--- config.mk ---
export PLATFORM = sky130hd
export DESIGN_NAME = bst_tap_port
export DESIGN_NICKNAME = d
export VERILOG_FILES = /design/src/core/bst_pkg.sv /design/src/core/bst_tap_port.sv
export SDC_FILE = /design/constraint.sdc
export NUM_CORES = 1
export LEC_CHECK = 0
export BUFFER_PORTS_ARGS = -buffer_cell sky130_fd_sc_hd__buf_4
export CORE_MARGIN = 2
export CORE_UTILIZATION = 50
export DETAILED_ROUTE_END_ITERATION = 10
export PLACE_DENSITY = 0.78
export SYNTH_ARGS = -nofsm -noshare
export SYNTH_HDL_FRONTEND = slang
export SYNTH_SLANG_ARGS = --single-unit
--- constraint.sdc ---
create_clock -name clock -period 3.79 [get_ports clock]
set_clock_uncertainty 0.15 [all_clocks]
set_input_delay 0.1895 -clock clock [delete_from_list [all_inputs] [get_ports clock]]
set_output_delay 0.1895 -clock clock [all_outputs]
set_load 0.02 [all_outputs]
--- src/core/bst_pkg.sv ---
// Package of constants, state codes and carrier types for the boundary-scan port.
package bst_pkg;

  localparam int unsigned IR_W       = 4;
  localparam int unsigned DR_W       = 8;
  localparam int unsigned FIFO_DEPTH = 4;

  localparam logic [3:0] IR_CAPTURE  = 4'h1;
  localparam logic [3:0] INS_BYPASS  = 4'hF;
  localparam logic [3:0] INS_STREAM  = 4'h2;
  localparam logic [3:0] INS_RESET   = 4'hF;

  typedef struct packed {
    logic tck;
    logic tms;
    logic tdi;
  } bst_pins_t;

  typedef enum logic [15:0] {
    ST_RESET     = 16'h0001,
    ST_IDLE      = 16'h0002,
    ST_DR_SELECT = 16'h0004,
    ST_DR_CAP    = 16'h0008,
    ST_DR_SHIFT  = 16'h0010,
    ST_DR_EXIT1  = 16'h0020,
    ST_DR_PAUSE  = 16'h0040,
    ST_DR_EXIT2  = 16'h0080,
    ST_DR_UPD    = 16'h0100,
    ST_IR_SELECT = 16'h0200,
    ST_IR_CAP    = 16'h0400,
    ST_IR_SHIFT  = 16'h0800,
    ST_IR_EXIT1  = 16'h1000,
    ST_IR_PAUSE  = 16'h2000,
    ST_IR_EXIT2  = 16'h4000,
    ST_IR_UPD    = 16'h8000
  } bst_tap_t;

  function automatic bst_tap_t bst_next(input bst_tap_t s, input logic tms);
    unique case (s)
      ST_RESET:     bst_next = tms ? ST_RESET     : ST_IDLE;
      ST_IDLE:      bst_next = tms ? ST_DR_SELECT : ST_IDLE;
      ST_DR_SELECT: bst_next = tms ? ST_IR_SELECT : ST_DR_CAP;
      ST_DR_CAP:    bst_next = tms ? ST_DR_EXIT1  : ST_DR_SHIFT;
      ST_DR_SHIFT:  bst_next = tms ? ST_DR_EXIT1  : ST_DR_SHIFT;
      ST_DR_EXIT1:  bst_next = tms ? ST_DR_UPD    : ST_DR_PAUSE;
      ST_DR_PAUSE:  bst_next = tms ? ST_DR_EXIT2  : ST_DR_PAUSE;
      ST_DR_EXIT2:  bst_next = tms ? ST_DR_UPD    : ST_DR_SHIFT;
      ST_DR_UPD:    bst_next = tms ? ST_DR_SELECT : ST_IDLE;
      ST_IR_SELECT: bst_next = tms ? ST_RESET     : ST_IR_CAP;
      ST_IR_CAP:    bst_next = tms ? ST_IR_EXIT1  : ST_IR_SHIFT;
      ST_IR_SHIFT:  bst_next = tms ? ST_IR_EXIT1  : ST_IR_SHIFT;
      ST_IR_EXIT1:  bst_next = tms ? ST_IR_UPD    : ST_IR_PAUSE;
      ST_IR_PAUSE:  bst_next = tms ? ST_IR_EXIT2  : ST_IR_PAUSE;
      ST_IR_EXIT2:  bst_next = tms ? ST_IR_UPD    : ST_IR_SHIFT;
      ST_IR_UPD:    bst_next = tms ? ST_DR_SELECT : ST_IDLE;
      default:      bst_next = ST_RESET;
    endcase
  endfunction : bst_next

endpackage : bst_pkg

--- src/core/bst_tap_port.sv ---
// Boundary-scan access port with its controller, shift paths and output FIFO.
`timescale 1ns/1ns

module bst_fifo #(
  parameter int unsigned WIDTH = 8,
  parameter int unsigned DEPTH = 4
) (
  input  wire logic             clock,     // System clock.
  input  wire logic             rst_n,     // Asynchronous reset, active low.
  input  wire logic             in_valid,  // Word offered.
  output logic                  in_ready,  // Space for a word.
  input  wire logic [WIDTH-1:0] in_data,   // Word offered.
  output logic                  out_valid, // Head word present.
  input  wire logic             out_ready, // Head word taken.
  output logic [WIDTH-1:0]      out_data   // Head word.
);
  localparam int unsigned CW = $clog2(DEPTH + 1);

  typedef struct packed {
    logic [DEPTH-1:0][WIDTH-1:0] mem;
    logic [CW-1:0]               count;
    logic                        vld;
  } bst_fifo_st_t;

  bst_fifo_st_t r;
  bst_fifo_st_t next_r;

  assign in_ready  = (r.count != CW'(DEPTH));
  assign out_valid = r.vld;
  assign out_data  = r.mem[0];

  // Entry 0 is always the head, so the output word is a plain flip-flop.
  always_comb begin
    logic pop;
    logic push;
    pop    = r.vld && out_ready;
    push   = in_valid && in_ready;
    next_r = r;
    if (pop) begin
      for (int i = 0; i < DEPTH - 1; i++) begin
        next_r.mem[i] = r.mem[i+1];
      end
      next_r.count = r.count - CW'(1);
    end
    if (push) begin
      next_r.mem[next_r.count] = in_data;
      next_r.count             = next_r.count + CW'(1);
    end
    next_r.vld = (next_r.count != '0);
  end

  always_ff @(posedge clock or negedge rst_n) begin
    if (!rst_n) begin
      r <= '0;
    end else begin
      r <= next_r;
    end
  end

endmodule : bst_fifo

module bst_tap_port (
  input  wire logic                     clock,      // System clock, 50 MHz.
  input  wire logic                     nrst,       // System reset, active low.
  input  wire logic                     tck,        // Test clock pin.
  input  wire logic                     tms,        // Mode-select pin.
  input  wire logic                     tdi,        // Serial data in pin.
  input  wire logic                     trst_n,     // Test reset pin, active low.
  output logic                          tdo,        // Serial data out.
  output logic                          tdo_oe,     // Serial out enable, high drives.
  input  wire logic [bst_pkg::DR_W-1:0] cap_data,   // Word loaded at data capture.
  output logic                          out_valid,  // Shifted-in word ready.
  input  wire logic                     out_ready,  // User takes the word.
  output logic [bst_pkg::DR_W-1:0]      out_data,   // Shifted-in word.
  output logic                          drop_seen   // Word lost on a full FIFO.
);

  typedef struct packed {
    bst_pkg::bst_pins_t             s1;
    bst_pkg::bst_pins_t             s2;
    logic                           tck_d;
    bst_pkg::bst_tap_t              tap;
    logic [bst_pkg::IR_W-1:0]       ir;
    logic [bst_pkg::IR_W-1:0]       instr;
    logic [bst_pkg::DR_W-1:0]       dr;
    logic                           byp;
    logic                           tdo;
    logic                           tdo_oe;
    logic                           push;
    logic                           drop;
  } bst_top_st_t;

  bst_top_st_t r;
  bst_top_st_t next_r;
  logic        rst_n;
  logic        rise;
  logic        fall;
  logic        fifo_ready;
  logic        stream_sel;
  logic        shifting;

  // The test reset clears the whole port at once, without any clock edge.
  assign rst_n = nrst & trst_n;

  assign rise       = r.s2.tck && !r.tck_d;
  assign fall       = !r.s2.tck && r.tck_d;
  assign stream_sel = (r.instr == bst_pkg::INS_STREAM);
  assign shifting   = (r.tap == bst_pkg::ST_DR_SHIFT) || (r.tap == bst_pkg::ST_IR_SHIFT);

  assign tdo       = r.tdo;
  assign tdo_oe    = r.tdo_oe;
  assign drop_seen = r.drop;

  always_comb begin
    next_r       = r;
    next_r.s1    = '{tck: tck, tms: tms, tdi: tdi};
    next_r.s2    = r.s1;
    next_r.tck_d = r.s2.tck;
    next_r.push  = 1'b0;
    if (r.push && !fifo_ready) begin
      next_r.drop = 1'b1;
    end
    if (rise) begin
      next_r.tap = bst_pkg::bst_next(r.tap, r.s2.tms);
      unique case (r.tap)
        bst_pkg::ST_RESET: begin
          next_r.instr = bst_pkg::INS_RESET;
        end
        bst_pkg::ST_IR_CAP: begin
          next_r.ir = bst_pkg::IR_CAPTURE;
        end
        bst_pkg::ST_IR_SHIFT: begin
          next_r.ir = {r.s2.tdi, r.ir[bst_pkg::IR_W-1:1]};
        end
        bst_pkg::ST_IR_UPD: begin
          next_r.instr = r.ir;
        end
        bst_pkg::ST_DR_CAP: begin
          next_r.dr  = cap_data;
          next_r.byp = 1'b0;
        end
        bst_pkg::ST_DR_SHIFT: begin
          if (stream_sel) begin
            next_r.dr = {r.s2.tdi, r.dr[bst_pkg::DR_W-1:1]};
          end else begin
            next_r.byp = r.s2.tdi;
          end
        end
        bst_pkg::ST_DR_UPD: begin
          next_r.push = stream_sel;
        end
        default: begin
        end
      endcase
    end
    if (fall) begin
      next_r.tdo_oe = shifting;
      if (r.tap == bst_pkg::ST_IR_SHIFT) begin
        next_r.tdo = r.ir[0];
      end else if (r.tap == bst_pkg::ST_DR_SHIFT) begin
        next_r.tdo = stream_sel ? r.dr[0] : r.byp;
      end
    end
  end

  always_ff @(posedge clock or negedge rst_n) begin
    if (!rst_n) begin
      r       <= '0;
      r.tap   <= bst_pkg::ST_RESET;
      r.instr <= bst_pkg::INS_RESET;
    end else begin
      r <= next_r;
    end
  end

  bst_fifo #(
    .WIDTH (bst_pkg::DR_W),
    .DEPTH (bst_pkg::FIFO_DEPTH)
  ) u_fifo (
    .clock     (clock),
    .rst_n     (rst_n),
    .in_valid  (r.push),
    .in_ready  (fifo_ready),
    .in_data   (r.dr),
    .out_valid (out_valid),
    .out_ready (out_ready),
    .out_data  (out_data)
  );
endmodule : bst_tap_port

After elaboration in Yosys (flattened, before gate mapping)
Cells that the tools add are included.

operators by class
  $add $sub $neg = 2
  $lt $le $gt $ge = 2
  equality and inequality tests = 20
  mux-type cells = 28
  bitwise operators = 1
  reduce and logical (&&, ||, !) cells = 23

operators with widths
  operator                                                            number
  16-bit one-hot mux with 12 select lines                             1
  27-bit two-way mux                                                  2
  32-bit bitwise mux                                                  1
  16-bit two-way mux                                                  2
  8-bit two-way mux                                                   3
  9-bit two-way mux                                                   2
  9-bit one-hot mux with 2 select lines                               1
  8-bit demux with 2-bit select                                       1
  16-bit by 1-bit == test with 1-bit output (second input constant)   1
  16-bit by 10-bit == test with 1-bit output (second input constant)  1
  16-bit by 11-bit == test with 1-bit output (second input constant)  1
  16-bit by 12-bit == test with 1-bit output (second input constant)  1
  16-bit by 13-bit == test with 1-bit output (second input constant)  1
  16-bit by 14-bit == test with 1-bit output (second input constant)  1
  16-bit by 15-bit == test with 1-bit output (second input constant)  1
  16-bit == test (second input constant)                              1
  16-bit by 2-bit == test with 1-bit output (second input constant)   1
  16-bit by 3-bit == test with 1-bit output (second input constant)   1
  16-bit by 4-bit == test with 1-bit output (second input constant)   1
  16-bit by 5-bit == test with 1-bit output (second input constant)   1
  16-bit by 6-bit == test with 1-bit output (second input constant)   1
  16-bit by 7-bit == test with 1-bit output (second input constant)   1
  16-bit by 8-bit == test with 1-bit output (second input constant)   1
  16-bit by 9-bit == test with 1-bit output (second input constant)   1
  26 further kinds                                                    47

word-level totals
  bits in registers = 80
  input bits = 15
  output and inout bits = 12
  logic and storage cells = 98

Depth between registers and ports, before layout
  word-level depth = 9
  depth in mapped cells = 9
  mapped depth without buffers = 8

Modules after synthesis
From an unflattened synthesis, not the netlist that was laid out.

second synthesis, totals
  cells, all modules = 420
  area total of the unflattened synthesis = 4180.3 um^2

by module, submodules not included
  module        times used  cells an instance  area an instance (um^2)
  bst_tap_port  1           222                2222.1
  bst_fifo      1           198                1958.1

Worst setup path before layout
No wires, ideal clock.

  kind = register to register
  from = register u_fifo.r, in the netlist u_fifo.out_valid
  to = register u_fifo.r[28] (netlist name)
  arrival = 2047 ps
  data required time = 3515 ps
  setup slack = 1468 ps
  stages on the path, launching flop included = 8
  path buffers = 0
  cell sequence = dfrtp_1 > nand2_1 > xnor2_1 > inv_1 > ha_1 > ha_1 > nand2_1 > mux2_2

between the ends
  cells in the longest elaborated chain, start to end = 7

ends and longest elaborated chain
  what                                                                                                               RTL line            text
  start: declaration                                                                                                 bst_tap_port.sv:25  bst_fifo_st_t r;
  start signal: assignment                                                                                           bst_tap_port.sv:56  r <= next_r;
  1-bit logical AND (*)                                                                                              bst_tap_port.sv:36  pop = r.vld && out_ready;
  27-bit two-way mux (*)                                                                                             bst_tap_port.sv:39  if (pop) begin
  3-bit by 1-bit >= comparator with 1-bit output (not written as such) / 3-bit < comparator (equally long branches)  bst_tap_port.sv:46  next_r.mem[next_r.count] = in_data;
  1-bit logical AND (not written as such)                                                                            bst_tap_port.sv:46
  8-bit two-way mux (not written as such)                                                                            bst_tap_port.sv:46
  8-bit demux with 2-bit select (*)                                                                                  -
  32-bit bitwise mux (*)                                                                                             bst_tap_port.sv:46

Mark *: on every way between the ends. The rest lies on a longest branch, timed or not.
A chain may end at the register's enable or synchronous reset.

Worst setup path after layout
  from = register u_fifo.r, in the netlist u_fifo.out_valid
  to = register u_fifo.r[29] (netlist name)

The elaborated chain is that of the path after synthesis.

==> results.tsv <==
metric	value	unit
outcome	complete, but fails checks	
violations	hold timing	
wl	7820	um
crit_path_end_kind	flop	
synth_nets	408	
die_w	94.9	um
insertedDiodeCount	0	
ioPinCount	27	
cts.htree.levels	3	
reg2regPathDepth	7	
synth-edff-count	0	
grtUsageTotal	18.7	%
synth-warning-count	0	
peakVddDrop	0.240	mV
syn-cell-area	0.00413	mm2
fin_nets	418	
cp_slowest_cell	xnor2_1	
ctsHoldBuffers	3	
crit_fanout	12	
die-height	94.9	um
overflow	0	
antenna_found_initial	0	
final_antenna_net_count	0	
fmax	375	MHz
fin_setup_tns	0	ps
grt_pass1_vias	2682	
ys_ff_latch	80	
arrival	2750	ps
avgSynthCellArea	10.7	um2
leakage	2.21	nW
hold_viol	30	
timing.final.crit_share	70.4	%
numCtsBuffers	9	
yosysSeqAreaShare	48.6	%
worstSetupPathType	reg2reg	
design_area	0.00448	mm2
via_per_inst	5.65	
rsz0062_at_grt	false	
grt_pass1_wl	13100	um
power_frac_seq	48.4	%
yosysUniqueCellTypes	56	
cts_setup_buffers	0	
core-area	0.00809	mm2
route.detailed.drc	0	
syn_inst	386	
rows	33	
critPathRequiredTime	3870	ps
drv_cap	0	
p_int	1.35	mW
vias	2860	
clockBufferDepth	2	
place_congestion	0.876	
setup_viol	0	
slew_viol_final	0	
cts_tree	yes	
rr_startpoint	u_fifo.out_valid$_DFF_PN0_	
swShare	31.7	%
ys.flop_type	dfrtp_1	
place_area	0.00426	mm2
startpoint_type	flop	
dieArea	0.00901	mm2
path_clk_slew	80	ps
path_cells	nand2_1, xnor2_1, inv_1, ha_1, ha_1, nand2_1, mux2_2	
port_buffers	26	
clockPowerShare	30.0	%
synthArstFlopShare	100	%
reg2reg_to	u_fifo.r[29]$_DFFE_PN0P_	
drive_gt1_share	21.9	%
dp_hpwl	5490	um
cts_resized	0	
cts_sinks	80	
combPwrFrac	21.5	%
max_stage_delay	500	ps
root_buffer	clkbuf_8	
slew_headroom	31.9	%
grt_start_max_net_pins	81	
worstHoldPathType	in2async	
wire_per_inst	15.5	um
period_needed	2670	ps
power_switching	0.626	mW
syn_to_final_growth	8.45	%
drt-initial-drc-count	162	
worst-slew-pin-transition	1020	ps
ff2ff_setup_slack	1120	ps
endpoint	u_fifo.r[29]$_DFFE_PN0P_	
initial_core_util	51.1	%
clkLatencyLatePin	350	ps
hold_ws	-27.1	ps
drt-pass1-iter-count	4	
startpoint	u_fifo.out_valid$_DFF_PN0_	
p_per_area	440	mW/mm2
-- worst min-delay path by stage --
stage	depth (start not counted)	slack, ps	start	end
2_1_floorplan	0	70	tdi	next_r[38]$_DFF_PN0_
3_3_place_gp	1	150	tms	next_r[39]$_DFF_PN0_
3_5_place_dp	1	150	tms	next_r[39]$_DFF_PN0_
4_1_cts	2	20	trst_n	u_fifo.out_valid$_DFF_PN0_
5_1_grt	3	40	cap_data[6]	r[11]$_DFFE_PN0P_
6_report	2	-30	trst_n	u_fifo.out_valid$_DFF_PN0_
-- synth_stat cells (6+ instances only) --
cell type	count	share of area, %
dfrtp_1	75	45
nor2_1	38	3.5
nand2_1	30	2.7
a21oi_1	27	3.3
mux2i_1	25	6.1
o21ai_0	20	2.4
mux2_2	18	4.9
nand3_1	13	1.6
buf_4	12	2.2
clkbuf_1	11	1.0
ha_1	7	2.1
mux2_4	7	2.5
nand4_1	7	1.1
nor3_1	7	0.85
or4_1	6	1.1
xnor2_1	6	1.3
-- sequential cells by signal, summed over array words and instances (netlist names) --
signal / count
r: 37
u_fifo.r: 27
u_fifo.out_data: 8
next_r: 4
drop_seen: 1
tdo: 1
tdo_oe: 1
u_fifo.out_valid: 1
-- logic make-up (layout without fill, tap and decap cells) --
| group | after synthesis | in the layout | share of synthesized area, % |
|---|---|---|---|
| compound gates | 71 | 71 | 10.3 |
| mux | 50 | 50 | 13.5 |
| simple gates | 131 | 131 | 17.6 |
| flops | 80 | 80 | 48.6 |
| xor+xnor | 11 | 11 | 2.33 |
| fa+ha+maj | 7 | 7 | 2.12 |
| buf+inv | 36 | 51 | 5.51 |
-- cell usage in the layout, fill, tap and decap left out, types with 3 or more instances in the layout --
master	n
inv_1	4
clkbuf_8	10
nor3_1	7
nor4b_1	3
buf_4	28
dfstp_2	5
nand4_1	7
or4_1	6
o21ai_1	3
xnor2_1	6
and3_1	3
ha_1	7
nand2b_1	3
mux2i_1	25
dfrtp_1	75
mux2_2	18
nand3_1	13
nand2_1	30
a21o_1	3
o21ai_0	20
nor4_4	3
nor2_1	38
o22a_1	5
inv_6	3
xor2_1	5
a21oi_1	27
mux2_4	7
dlygate4sd3_1	3
-- layout make-up --
type	instances	area (um2)
clock buffer	10	138
clock inverter	6	50.0
fill	722	3610
inverter	4	15.0
multi-input combinational	270	1900
sequential	80	2010
tap	105	131
timing repair buffer	31	240
-- routing by layer --
metal | share of wire [%] | global-route usage [%] | vias to the layer above
met2 | 49 | 30.2 | 78
met3 | 4.6 | 5.03 | 9
li1 | - | - | 1392
met1 | 45 | 24.5 | 1381
met4 | 1.2 | 5.92 | 0
met5 | 0 | 0 | -
-- critical path, delay by kind of cell, from the launching register on --
kind,cells,cell delay (ps)
xor+xnor,1,500
buf+inv,1,130
simple gates,2,610
flops,1,380
mux,1,380
fa+ha+maj,2,400
-- power by group through the flow --
stage	sequential, mW	combinational, mW	clock [mW]
2_1_floorplan	0.941	0.355	0
3_3_place_gp	0.970	0.398	0
3_5_place_dp	0.973	0.424	0
4_1_cts	0.956	0.428	0.611
5_1_grt	0.964	0.476	0.643
6_report	0.955	0.425	0.592
-- stage by stage --
step	std cells	utilization (%)	total power [mW]	setup WS [ps]
global placement	487	52.7	1.37	1330
CTS	506	55.4	2.00	1120
finish	506	55.4	1.97	1120
global route	506	55.4	2.08	897
detailed placement	487	52.7	1.40	1160
floorplan	386	-	1.30	971
No activity file was read; power rests on OpenSTA's default activity.
